`src/pkg/exec_pkg.sv`:
```
// constants shared by the execution block and its operand unit
// assumes one 8-bit data path, a 14-bit program word and 2048-word ROM
package exec_pkg;

    // data path and program memory geometry
    localparam int DATA_W     = 8;
    localparam int ADDR_W     = 8;
    localparam int BIT_SEL_W  = 3;
    localparam int ROM_WORD_W = 14;
    localparam int ROM_ADDR_W = 11;
    localparam int PAGE_W     = 3;
    localparam int TBL_HI_W   = ROM_WORD_W - DATA_W;

    // field positions inside a program word, a program address and a data byte
    localparam int ROM_LO_MSB  = 7;
    localparam int ROM_HI_LSB  = 8;
    localparam int PAGE_LSB    = 8;
    localparam int NIB_HI_LSB  = 4;
    localparam int NIB_LO_MSB  = 3;

    // page that holds the top of program memory
    localparam logic [PAGE_W-1:0] LAST_PAGE = 3'h7;

    // reset values
    localparam logic [DATA_W-1:0]     ACC_RESET    = 8'h00;
    localparam logic [TBL_HI_W-1:0]   TBL_HI_RESET = 6'h00;
    localparam logic [ADDR_W-1:0]     ADDR_RESET   = 8'h00;
    localparam logic [ROM_ADDR_W-1:0] ROM_A_RESET  = 11'h000;

    // operation codes presented by the decode stage
    localparam int OP_W = 4;
    typedef logic [OP_W-1:0] op_t;
    localparam op_t OP_NIBBLE_EXCHANGE        = 4'h0;
    localparam op_t OP_NIBBLE_EXCHANGE_TO_ACC = 4'h1;
    localparam op_t OP_SKIP_IF_ZERO_TEST      = 4'h2;
    localparam op_t OP_LOAD_TEST_SKIP         = 4'h3;
    localparam op_t OP_BIT_SKIP_IF_CLEAR      = 4'h4;
    localparam op_t OP_ROM_READ_CURRENT_PAGE  = 4'h5;
    localparam op_t OP_ROM_READ_LAST_PAGE     = 4'h6;
    localparam op_t OP_XOR_ACC_MEM            = 4'h7;
    localparam op_t OP_EXCLUSIVE_OR_TO_MEMORY = 4'h8;
    localparam op_t OP_XOR_ACC_IMM            = 4'h9;

    // sequencer states, one-hot
    typedef enum logic [4:0] {
        S_IDLE  = 5'b00001,
        S_READ  = 5'b00010,
        S_ROM   = 5'b00100,
        S_EXEC  = 5'b01000,
        S_DUMMY = 5'b10000
    } state_e;

endpackage

```
`src/design/mcu_swap_skip_tableread_xor_exec.sv`:
```
// execution stage for nibble exchange, skip tests, table reads and xor
// assumes a synchronous data memory and ROM with one cycle read latency,
// and a decode stage on the same clock that holds its request until taken;
// a load of the accumulator from the core loses to an executing operation that writes acc
//
// Overview of operation
// - In-place exchange writes the byte back with its nibbles swapped.
// - Exchange to acc puts the swapped byte in acc, memory untouched.
// - Byte zero test flushes the prefetch and adds a dummy cycle on zero.
// - Load-and-test copies the byte to acc and skips likewise on zero.
// - Bit test skips with a dummy cycle when the chosen bit is clear.
// - Current-page read: low byte to memory, high bits to table high.
// - Last-page read does the same for a word in the top page.
// - Xor with memory leaves acc ^ byte in acc and moves only zero.
// - Xor to memory writes acc ^ byte back and moves only zero.
// - Xor immediate leaves acc ^ imm in acc and moves only zero.
module mcu_swap_skip_tableread_xor_exec
    import exec_pkg::*;
(
    input  wire logic                  MCLK,
    input  wire logic                  RESET,
    // request from the decode stage
    input  wire logic                  INSTR_VALID,
    input  wire logic [OP_W-1:0]       INSTR_OP,
    input  wire logic [ADDR_W-1:0]     INSTR_ADDR,
    input  wire logic [BIT_SEL_W-1:0]  INSTR_BIT,
    input  wire logic [DATA_W-1:0]     INSTR_IMM,
    input  wire logic [ROM_ADDR_W-1:0] INSTR_PC,
    output logic                       INSTR_READY,
    // accumulator load from the rest of the core
    input  wire logic                  ACC_LOAD,
    input  wire logic [DATA_W-1:0]     ACC_LOAD_DATA,
    // table pointer held elsewhere in the core
    input  wire logic [DATA_W-1:0]     TABLE_POINTER,
    // data memory port
    output logic                       MEM_RD_EN,
    output logic                       MEM_WR_EN,
    output logic [ADDR_W-1:0]          MEM_ADDR,
    output logic [DATA_W-1:0]          MEM_WR_DATA,
    input  wire logic [DATA_W-1:0]     MEM_RD_DATA,
    // program memory port
    output logic                       ROM_RD_EN,
    output logic [ROM_ADDR_W-1:0]      ROM_ADDR,
    input  wire logic [ROM_WORD_W-1:0] ROM_RD_DATA,
    // architectural state and pipeline control
    output logic [DATA_W-1:0]          ACC,
    output logic                       ZERO_FLAG,
    output logic [TBL_HI_W-1:0]        TABLE_HIGH_REGISTER,
    output logic                       DISCARD_NEXT,
    output logic                       DUMMY_CYCLE,
    output logic                       DONE
);

    // sequencer and the captured request
    state_e                  state_q;
    state_e                  state_d;
    logic [OP_W-1:0]         op_q;
    logic [ADDR_W-1:0]       addr_q;
    logic [BIT_SEL_W-1:0]    bit_q;
    logic [DATA_W-1:0]       imm_q;

    // registered strobes toward the two memories
    logic                    ready_q;
    logic                    mem_rd_q;
    logic                    mem_wr_q;
    logic [DATA_W-1:0]       mem_wdata_q;
    logic                    rom_rd_q;
    logic [ROM_ADDR_W-1:0]   rom_addr_q;
    logic [ROM_ADDR_W-1:0]   rom_addr_d;

    // architectural state and pipeline control
    logic [DATA_W-1:0]       acc_q;
    logic                    zero_q;
    logic [TBL_HI_W-1:0]     tbl_hi_q;
    logic                    discard_q;
    logic                    dummy_q;
    logic                    done_q;

    // request classification and operand path
    logic                    take;
    logic                    is_rom_op;
    logic                    is_imm_op;
    logic                    exec_rom;
    logic [DATA_W-1:0]       operand;
    logic [DATA_W-1:0]       result;
    logic                    write_mem;
    logic                    write_acc;
    logic                    write_zero;
    logic                    skip;
    logic                    in_exec;

    // a request is taken only while the sequencer is idle
    assign take    = INSTR_VALID & ready_q;
    assign in_exec = (state_q == S_EXEC);

    // classify the incoming operation by where its operand lives
    assign is_rom_op = (INSTR_OP == OP_ROM_READ_CURRENT_PAGE) |
                       (INSTR_OP == OP_ROM_READ_LAST_PAGE);
    assign is_imm_op = (INSTR_OP == OP_XOR_ACC_IMM);

    // table reads take their data from the ROM word, others from memory
    assign exec_rom = (op_q == OP_ROM_READ_CURRENT_PAGE) |
                      (op_q == OP_ROM_READ_LAST_PAGE);
    assign operand  = exec_rom ? ROM_RD_DATA[ROM_LO_MSB:0] : MEM_RD_DATA;

    // program address of the table word; pointer fills the low bits
    always_comb begin
        if (INSTR_OP == OP_ROM_READ_LAST_PAGE) begin
            rom_addr_d = {LAST_PAGE, TABLE_POINTER};
        end else begin
            rom_addr_d = {INSTR_PC[ROM_ADDR_W-1:PAGE_LSB],
                          TABLE_POINTER};
        end
    end

    operand_unit u_operand (
        .op         (op_q),
        .mem_byte   (operand),
        .acc        (acc_q),
        .imm        (imm_q),
        .bit_sel    (bit_q),
        .result     (result),
        .write_mem  (write_mem),
        .write_acc  (write_acc),
        .write_zero (write_zero),
        .skip       (skip)
    );

    // sequencer: read the operand, execute, and add a dummy on a skip
    always_comb begin
        state_d = state_q;
        unique case (state_q)
            S_IDLE: begin
                if (take) begin
                    // the immediate form has its operand and needs no read
                    if (is_rom_op) begin
                        state_d = S_ROM;
                    end else if (is_imm_op) begin
                        state_d = S_EXEC;
                    end else begin
                        state_d = S_READ;
                    end
                end
            end
            S_READ: begin
                state_d = S_EXEC;
            end
            S_ROM: begin
                state_d = S_EXEC;
            end
            S_EXEC: begin
                state_d = skip ? S_DUMMY : S_IDLE;
            end
            S_DUMMY: begin
                state_d = S_IDLE;
            end
            default: begin
                state_d = S_IDLE;                   // recover from a bad code
            end
        endcase
    end

    always_ff @(posedge MCLK) begin
        if (RESET) begin
            state_q <= S_IDLE;
        end else begin
            state_q <= state_d;
        end
    end

    // ready is registered so the decode stage sees a clean level
    // a request offered while busy just waits; decode keeps holding it
    always_ff @(posedge MCLK) begin
        if (RESET) begin
            ready_q <= 1'b1;
        end else begin
            ready_q <= (state_d == S_IDLE);
        end
    end

    // capture the request fields once, so decode may move on
    always_ff @(posedge MCLK) begin
        if (RESET) begin
            op_q   <= OP_NIBBLE_EXCHANGE;
            addr_q <= ADDR_RESET;
            bit_q  <= '0;
            imm_q  <= ACC_RESET;
        end else if (take) begin
            op_q   <= INSTR_OP;
            addr_q <= INSTR_ADDR;
            bit_q  <= INSTR_BIT;
            imm_q  <= INSTR_IMM;
        end
    end

    // data memory read strobe, one cycle long
    always_ff @(posedge MCLK) begin
        if (RESET) begin
            mem_rd_q <= 1'b0;
        end else begin
            mem_rd_q <= take & ~is_rom_op & ~is_imm_op;
        end
    end

    // data memory write strobe and data, one cycle after execute
    always_ff @(posedge MCLK) begin
        if (RESET) begin
            mem_wr_q    <= 1'b0;
            mem_wdata_q <= ACC_RESET;
        end else begin
            mem_wr_q <= in_exec & write_mem;
            if (in_exec & write_mem) begin
                mem_wdata_q <= result;
            end
        end
    end

    // program memory read strobe and address
    // the pointer is caught at take, so the core may move it afterwards
    always_ff @(posedge MCLK) begin
        if (RESET) begin
            rom_rd_q   <= 1'b0;
            rom_addr_q <= ROM_A_RESET;
        end else begin
            rom_rd_q <= take & is_rom_op;
            if (take & is_rom_op) begin
                rom_addr_q <= rom_addr_d;
            end
        end
    end

    // accumulator: an execute that writes acc wins over a load from the core in the same cycle
    // a core load is lost only if it lands on the execute edge
    always_ff @(posedge MCLK) begin
        if (RESET) begin
            acc_q <= ACC_RESET;
        end else if (in_exec & write_acc) begin
            acc_q <= result;
        end else if (ACC_LOAD) begin
            acc_q <= ACC_LOAD_DATA;
        end
    end

    // zero flag moves only for the xor forms
    // swaps, skips and table reads never touch it
    always_ff @(posedge MCLK) begin
        if (RESET) begin
            zero_q <= 1'b0;
        end else if (in_exec & write_zero) begin
            zero_q <= (result == '0);
        end
    end

    // high part of the table word lands beside the memory write
    always_ff @(posedge MCLK) begin
        if (RESET) begin
            tbl_hi_q <= TBL_HI_RESET;
        end else if (in_exec & exec_rom) begin
            tbl_hi_q <=
                ROM_RD_DATA[ROM_WORD_W-1:ROM_HI_LSB];
        end
    end

    // skip handling: flush the prefetch and mark the dummy cycle in the same cycle
    // both pulses share one term so they can never come apart
    always_ff @(posedge MCLK) begin
        if (RESET) begin
            discard_q <= 1'b0;
            dummy_q   <= 1'b0;
        end else begin
            discard_q <= in_exec & skip;
            dummy_q   <= in_exec & skip;
        end
    end

    // retire pulse: at the end of execute, or after the dummy cycle
    // a skip retires one cycle later; that cycle is the dummy
    always_ff @(posedge MCLK) begin
        if (RESET) begin
            done_q <= 1'b0;
        end else begin
            done_q <= (in_exec & ~skip) | (state_q == S_DUMMY);
        end
    end

    // every output comes straight from a flip-flop
    // the memory address holds between requests, so a late write still sees it
    assign INSTR_READY         = ready_q;
    assign MEM_RD_EN           = mem_rd_q;
    assign MEM_WR_EN           = mem_wr_q;
    assign MEM_ADDR            = addr_q;
    assign MEM_WR_DATA         = mem_wdata_q;
    assign ROM_RD_EN           = rom_rd_q;
    assign ROM_ADDR            = rom_addr_q;
    assign ACC                 = acc_q;
    assign ZERO_FLAG           = zero_q;
    assign TABLE_HIGH_REGISTER = tbl_hi_q;
    assign DISCARD_NEXT        = discard_q;
    assign DUMMY_CYCLE         = dummy_q;
    assign DONE                = done_q;

endmodule // mcu_swap_skip_tableread_xor_exec

```
`src/design/operand_unit.sv`:
```
// result, write-back selection and skip decision for one operation
// assumes the operand byte, accumulator and immediate are stable inputs
module operand_unit
    import exec_pkg::*;
(
    input  wire logic [OP_W-1:0]      op,
    input  wire logic [DATA_W-1:0]    mem_byte,
    input  wire logic [DATA_W-1:0]    acc,
    input  wire logic [DATA_W-1:0]    imm,
    input  wire logic [BIT_SEL_W-1:0] bit_sel,
    output logic      [DATA_W-1:0]    result,
    output logic                      write_mem,
    output logic                      write_acc,
    output logic                      write_zero,
    output logic                      skip
);

    logic [DATA_W-1:0] swapped;

    // nibble exchange is shared by both exchange forms
    assign swapped = {mem_byte[NIB_LO_MSB:0], mem_byte[DATA_W-1:NIB_HI_LSB]};

    // pure decode; no operation here touches carry, overflow or half carry
    always_comb begin
        result     = mem_byte;
        write_mem  = 1'b0;
        write_acc  = 1'b0;
        write_zero = 1'b0;
        skip       = 1'b0;
        unique case (op)
            OP_NIBBLE_EXCHANGE: begin
                result    = swapped;
                write_mem = 1'b1;
            end
            OP_NIBBLE_EXCHANGE_TO_ACC: begin
                result    = swapped;
                write_acc = 1'b1;
            end
            OP_SKIP_IF_ZERO_TEST: begin
                skip = (mem_byte == '0);
            end
            OP_LOAD_TEST_SKIP: begin
                write_acc = 1'b1;
                skip      = (mem_byte == '0);
            end
            OP_BIT_SKIP_IF_CLEAR: begin
                skip = ~mem_byte[bit_sel];
            end
            OP_ROM_READ_CURRENT_PAGE, OP_ROM_READ_LAST_PAGE: begin
                write_mem = 1'b1;
            end
            OP_XOR_ACC_MEM: begin
                result     = acc ^ mem_byte;
                write_acc  = 1'b1;
                write_zero = 1'b1;
            end
            OP_EXCLUSIVE_OR_TO_MEMORY: begin
                result     = acc ^ mem_byte;
                write_mem  = 1'b1;
                write_zero = 1'b1;
            end
            OP_XOR_ACC_IMM: begin
                result     = acc ^ imm;
                write_acc  = 1'b1;
                write_zero = 1'b1;
            end
            default: begin
                result = mem_byte;                // unknown codes do nothing
            end
        endcase
    end

endmodule // operand_unit

```
`config.mk`:
```
export PLATFORM = sky130hd
export DESIGN_NAME = mcu_swap_skip_tableread_xor_exec
export DESIGN_NICKNAME = d
export VERILOG_FILES = /design/src/pkg/exec_pkg.sv /design/src/design/mcu_swap_skip_tableread_xor_exec.sv /design/src/design/operand_unit.sv
export SDC_FILE = /design/constraint.sdc
export NUM_CORES = 1
export LEC_CHECK = 0
export ABC_CLOCK_PERIOD_IN_PS = 5500
export BUFFER_PORTS_ARGS = -buffer_cell sky130_fd_sc_hd__buf_2
export CORE_MARGIN = 5
export CORE_UTILIZATION = 38
export CTS_BUF_LIST = sky130_fd_sc_hd__clkbuf_8
export DETAILED_ROUTE_END_ITERATION = 12
export HOLD_SLACK_MARGIN = 0.05
export PLACE_DENSITY = 0.65
export SLEW_MARGIN = 20
export SYNTH_ARGS = -nofsm -noshare
export SYNTH_HDL_FRONTEND = slang
export SYNTH_HIERARCHICAL = 1
export SYNTH_SLANG_ARGS = --single-unit
```
`constraint.sdc`:
```
create_clock -name MCLK -period 5.5 [get_ports MCLK]
set_input_delay 0.825 -clock MCLK [delete_from_list [all_inputs] [get_ports MCLK]]
set_output_delay 0.825 -clock MCLK [all_outputs]
set_load 0.005 [all_outputs]
```
# --- Word-level counts from Yosys, hierarchy flattened ---
# Cells that the tools add are included.
op_classes:
  order_cmp: 1
  n_eq_ne: 18
  mux: 16
  bitwise: 19
  reduce_logical: 11
ops:
  columns: ["operator", "n"]
  rows:
  - ["$eq 4x3->1 const B", 6]
  - ["$mux 8", 3]
  - ["$pmux 8 s3", 1]
  - ["$logic_not 8->1", 2]
  - ["$xor 8x8->8", 2]
  - ["$pmux 5 s3", 1]
  - ["$eq 4x4->1 const B", 3]
  - ["$mux 11", 1]
  - ["$and 1x1->1", 10]
  - ["$eq 5x1->1 const B", 2]
  - ["$mux 5", 2]
  - ["$eq 4x2->1 const B", 2]
  - ["$mux 4", 2]
  - ["$reduce_or 2->1", 4]
  - ["$reduce_or 4->1", 2]
  - ["$eq 5x2->1 const B", 1]
  - ["$eq 5x3->1 const B", 1]
  - ["$eq 5x4->1 const B", 1]
  - ["$eq 5x5->1 const B", 1]
  - ["$eq 4x1->1 const B", 1]
  - ["$logic_not 4->1", 1]
  - ["$lt 3x4->1 const B", 1]
  - ["$mux 1", 4]
  - ["$not 1->1", 4]
  - ["5 further kinds", 7]
word_totals:
  regBits: 68
  input_bits: 76

# --- Depth between registers and ports, before layout ---
depth:
  depth_word: 10
  ltp_mapped: 10

# --- Modules after synthesis ---
# Netlist, hierarchy kept.
modules_own_cells:
  columns: ["mod", "instances", "cells_per_inst", "area_each_um2"]
  rows:
  - ["mcu_swap_skip_tableread_xor_exec", 1, 287, 2658.8]
  - ["operand_unit", 1, 56, 451.7]

# --- Worst setup path before layout ---
# Ideal clock, no wire load.
synth_path:
  kind: "reg2reg"
  from: "register op_q[2]"
  to: "register ready_q, in the netlist INSTR_READY"
  arrival_ns: 2.309
  t_required_ns: 5.373
  path_slack_ns: 3.064
  path_stages_with_launch: 10
  cell_sequence: "dfxtp_1 nor2b_1 nand2_1 mux2_2 mux4_2 mux2i_1 nand3_1 o41ai_1 o22ai_1 or3_1"
synth_via:
  elab_chain_cells: 10
synth_rtl:
  columns: ["element", "line", "source"]
  rows:
  - ["start: declaration", "mcu_swap_skip_tableread_xor_exec.sv:57", "logic [OP_W-1:0] op_q;"]
  - ["start signal: assignment", "mcu_swap_skip_tableread_xor_exec.sv:184", "op_q <= OP_NIBBLE_EXCHANGE;"]
  - ["start signal: assignment", "mcu_swap_skip_tableread_xor_exec.sv:189", "op_q <= INSTR_OP;"]
  - ["$eq 4x3->1 (on tied branches)", "mcu_swap_skip_tableread_xor_exec.sv:102, mcu_swap_skip_tableread_xor_exec.sv:103", null]
  - ["$or 1x1->1 (*)", "mcu_swap_skip_tableread_xor_exec.sv:102", "assign exec_rom = (op_q == OP_ROM_READ_CURRENT_PAGE) |"]
  - ["$mux 8 (*)", "mcu_swap_skip_tableread_xor_exec.sv:104", "assign operand = exec_rom ? ROM_RD_DATA[ROM_LO_MSB:0] : MEM_RD_DATA;"]
  - ["via operand[7]", "mcu_swap_skip_tableread_xor_exec.sv:84", "logic [DATA_W-1:0] operand;"]
  - ["$bmux 1 s3", "operand_unit.sv:47", "skip = ~mem_byte[bit_sel];"]
  - ["$mux 1 (implied by the code)", "operand_unit.sv:47", null]
  - ["$not 1->1", "operand_unit.sv:47", null]
  - ["$pmux 1 s2 (*)", "operand_unit.sv:30", "unique case (op)"]
  - ["via skip", "mcu_swap_skip_tableread_xor_exec.sv:89", "logic skip;"]
  - ["$mux 5 (*)", "mcu_swap_skip_tableread_xor_exec.sv:152", "state_d = skip ? S_DUMMY : S_IDLE;"]
  - ["$pmux 5 s3 (*)", "mcu_swap_skip_tableread_xor_exec.sv:132", "unique case (state_q)"]
  - ["$eq 5x1->1 (*)", "mcu_swap_skip_tableread_xor_exec.sv:177", "ready_q <= (state_d == S_IDLE);"]
  - ["end signal: assignment", "mcu_swap_skip_tableread_xor_exec.sv:177", null]
  - ["end: declaration", "mcu_swap_skip_tableread_xor_exec.sv:63", "logic ready_q;"]
# The timed path passes the listed nets; every way through them passes the cells marked *. The select of a mux whose other input is x is not followed.
# A chain may end at the register's enable or synchronous reset.

# --- Final worst setup path ---
layout_path:
  from: "register op_q[1]"
  to: "register ready_q, in the netlist INSTR_READY"
# The elaborated chain is that of the path after synthesis.

==> results_dict.tcl <==
set metrics [dict create \
    status "completed" \
    cp_common_cell "nand2_1" \
    synth-seq-cells 68 \
    tns_ps 0 \
    wl_per_cell_um 14.32 \
    grt_pass1_wl_mm 12.97 \
    worstRegToRegCells 8 \
    yosysSeqAreaShare_pct 43.77 \
    place_ws_ps 2501 \
    r2r_end "INSTR_READY" \
    clock_latency_ps 340 \
    crit_cells 8 \
    ios 125 \
    grt_pass1_vias 2732 \
    rsz0062_at_grt "no" \
    cp.arrival_ps 3230 \
    p_leak_nw 1.846 \
    port_buffers 116 \
    die_area_um2 10100 \
    tightest_slew_ps 1013 \
    dp_hpwl_mm 5.900 \
    finalCritPeriodShare_pct 54.76 \
    crit_chain "xor2_1, nand2_1, mux2_2, nor4b_1, nand2_1, o41ai_1, o22ai_1, or3_1" \
    cp_slowest_cell "dfxtp_1" \
    synth_nets 419 \
    slowest_delay_ps 540 \
    instances_no_fill 559 \
    syn-mean-instance-area_um2 9.068 \
    clock-root-buffer "clkbuf_8" \
    cts_repair_resize_count 0 \
    min_path_type "reg -> reg" \
    finalMaxSlewViolations 0 \
    r2r_start "op_q[1]" \
    vias 2798 \
    min_period_ps 3012 \
    insertedDiodeCount 0 \
    wirelength_mm 8.004 \
    die_h_um 100.5 \
    peakVddDrop_mv 0.1627 \
    gp_congestion 0.9060 \
    nets 525 \
    final_cell_mix "buf_2, dfxtp_1, nand2_1" \
    max-cap-violations 0 \
    clockBufferDepth 2 \
    clk_pin_slew_ps 70 \
    grt_util_all_layers_pct 16.06 \
    drt-initial-drc-count 122 \
    rows 33 \
    gr-total-overflow 0 \
    synth_cells 343 \
    fillCellCount 845 \
    cts_tree "yes" \
    syn-cell-area_um2 3110 \
    synthFlopType "dfxtp_1" \
    finalSetupViolCount 0 \
    syn_to_final_growth_pct 25.66 \
    clkSinkCount 68 \
    drcViolationCount 0 \
    synth_cell_types 46 \
    dieWidth_um 100.5 \
    start_util_pct 38.44 \
    postRouteAntennaNets 0 \
    ys_warn_count 6 \
    hold_ws_ps 451.2 \
    viasPerCell 5.005 \
    critPathTopFamily "simple AND/OR/NAND/NOR gates" \
    crit_fanout 12 \
    synth-edff-count 0 \
    drtPass1Iterations 4 \
    post_cts_buffers 0 \
    hold_buffers 0 \
    critPathKind "reg -> reg" \
    placedCellCount 543 \
    cts_max_level 3 \
    slew_headroom_pct 32.45 \
    worst-path-buf-inv 0 \
    grt_max_degree 69 \
    min_from "MEM_ADDR[7]" \
    core_area_um2 8093 \
    numCtsBuffers 9 \
    worst_setup_path_start_kind "register" \
    hold_viol 0 \
    antenna_found_initial 0 \
    drive_gt1_share_pct 32.38 \
    cp-end-kind "register" \
    synth-async-reset-ratio_pct 0 \
    finalClockSkew_ps 8.321 \
    holdPathStages 2 \
    setup_slack_ps 2488 \
    hold-path-endpoint "MEM_ADDR[7]" \
    rrSetupSlack_ps 2490 \
    max_freq_mhz 332.0 \
    layout_commonest_cell "buf_2" \
    power_density_nw_per_um2 294.5 \
    required_ps 5720 \
]
[worst max-delay path by stage]
stage,from,slack [ps],end
3_3_place_gp,op_q[1],2560,INSTR_READY
3_5_place_dp,op_q[1],2500,INSTR_READY
6_report,op_q[1],2490,INSTR_READY
2_1_floorplan,op_q[2],3060,INSTR_READY
5_1_grt,op_q[1],2280,INSTR_READY
4_1_cts,op_q[1],2500,INSTR_READY
[where the power goes]
part	leakage [nW]	total, mW	switching, mW	internal [mW]
Clock	0.109	0.401	0.183	0.218
Combinational	1.18	0.204	0.118	0.0863
Sequential	0.555	0.546	0.0260	0.520
[synthesized netlist by cell type (all sizes together), types with 2 or more instances]
cell | count | area [µm²]
a211oi | 9 | 67.56
a21oi | 26 | 130.1
a22oi | 8 | 60.06
a31oi | 2 | 12.51
and2 | 2 | 15.02
and3 | 2 | 12.51
buf | 14 | 82.57
clkbuf | 7 | 27.52
dfxtp | 68 | 1361
inv | 2 | 7.510
mux2 | 8 | 90.09
mux2i | 39 | 390.4
mux4 | 2 | 45.04
nand2 | 54 | 202.7
nand3 | 6 | 42.54
nand4 | 2 | 18.77
nor2 | 41 | 153.9
nor2b | 5 | 33.78
nor3 | 6 | 46.30
nor4 | 4 | 40.04
o21ai | 8 | 40.04
o22ai | 4 | 25.02
or3 | 2 | 12.51
xor2 | 11 | 96.34
[kinds of logic after synthesis]
group           count (synthesis)  synth area share, %
flops                          68                43.77
xor+xnor                       12                3.379
compound gates                 61                11.83
mux                            49                16.89
simple gates                  130                20.35
buf+inv                        23                3.781
[final cells by class]
cell class / instances / area, µm² / share of cell area (%)
clock buffer: 10 / 137.6 / 3.521
timing repair buffer: 116 / 583.1 / 14.92
inverter: 2 / 7.507 / 0.1921
clock inverter: 6 / 56.30 / 1.440
sequential: 68 / 1361 / 34.83
multi-input combinational: 252 / 1632 / 41.74
tap: 105 / 131.4 / 3.361
[worst register-to-register path, cell delays in order, from the launching register on]
cell     delay, ps
dfxtp_1        540
xor2_1         240
nand2_1        300
mux2_2         420
nor4b_1        310
nand2_1         90
o41ai_1        470
o22ai_1        190
or3_1          340
[layer usage]
layer	routed length (µm)	share of wire, %	track usage [%]	vias to the layer above
met5	0	0	0	-
met4	89	1.1	4.352	0
met3	922	12	7.336	8
met2	3668	46	26.35	114
met1	3323	42	19.01	1265
li1	-	-	-	1411
[registers in the layout, indices dropped and copies added (netlist names)]
name / cells
MEM_ADDR: 8
ROM_RD_EN: 1
imm_q: 8
MEM_WR_DATA: 8
op_q: 4
ZERO_FLAG: 1
DUMMY_CYCLE: 1
DONE: 1
state_q: 5
ROM_ADDR: 11
TABLE_HIGH_REGISTER: 6
MEM_WR_EN: 1
MEM_RD_EN: 1
ACC: 8
INSTR_READY: 1
bit_q: 3
[per-stage QoR]
| stage | instance area, µm² | power [mW] | utilization (%) |
|---|---|---|---|
| after global placement | 3712 | 0.7576 | 45.87 |
| after detailed placement | 3715 | 0.7624 | 45.90 |
| after CTS | 3909 | 1.168 | 48.30 |
| final | 3909 | 1.151 | 48.30 |
| after global routing | 3909 | 1.217 | 48.30 |
| after floorplan | 3110 | 0.6909 | - |
(Power assumes the default switching activity.)
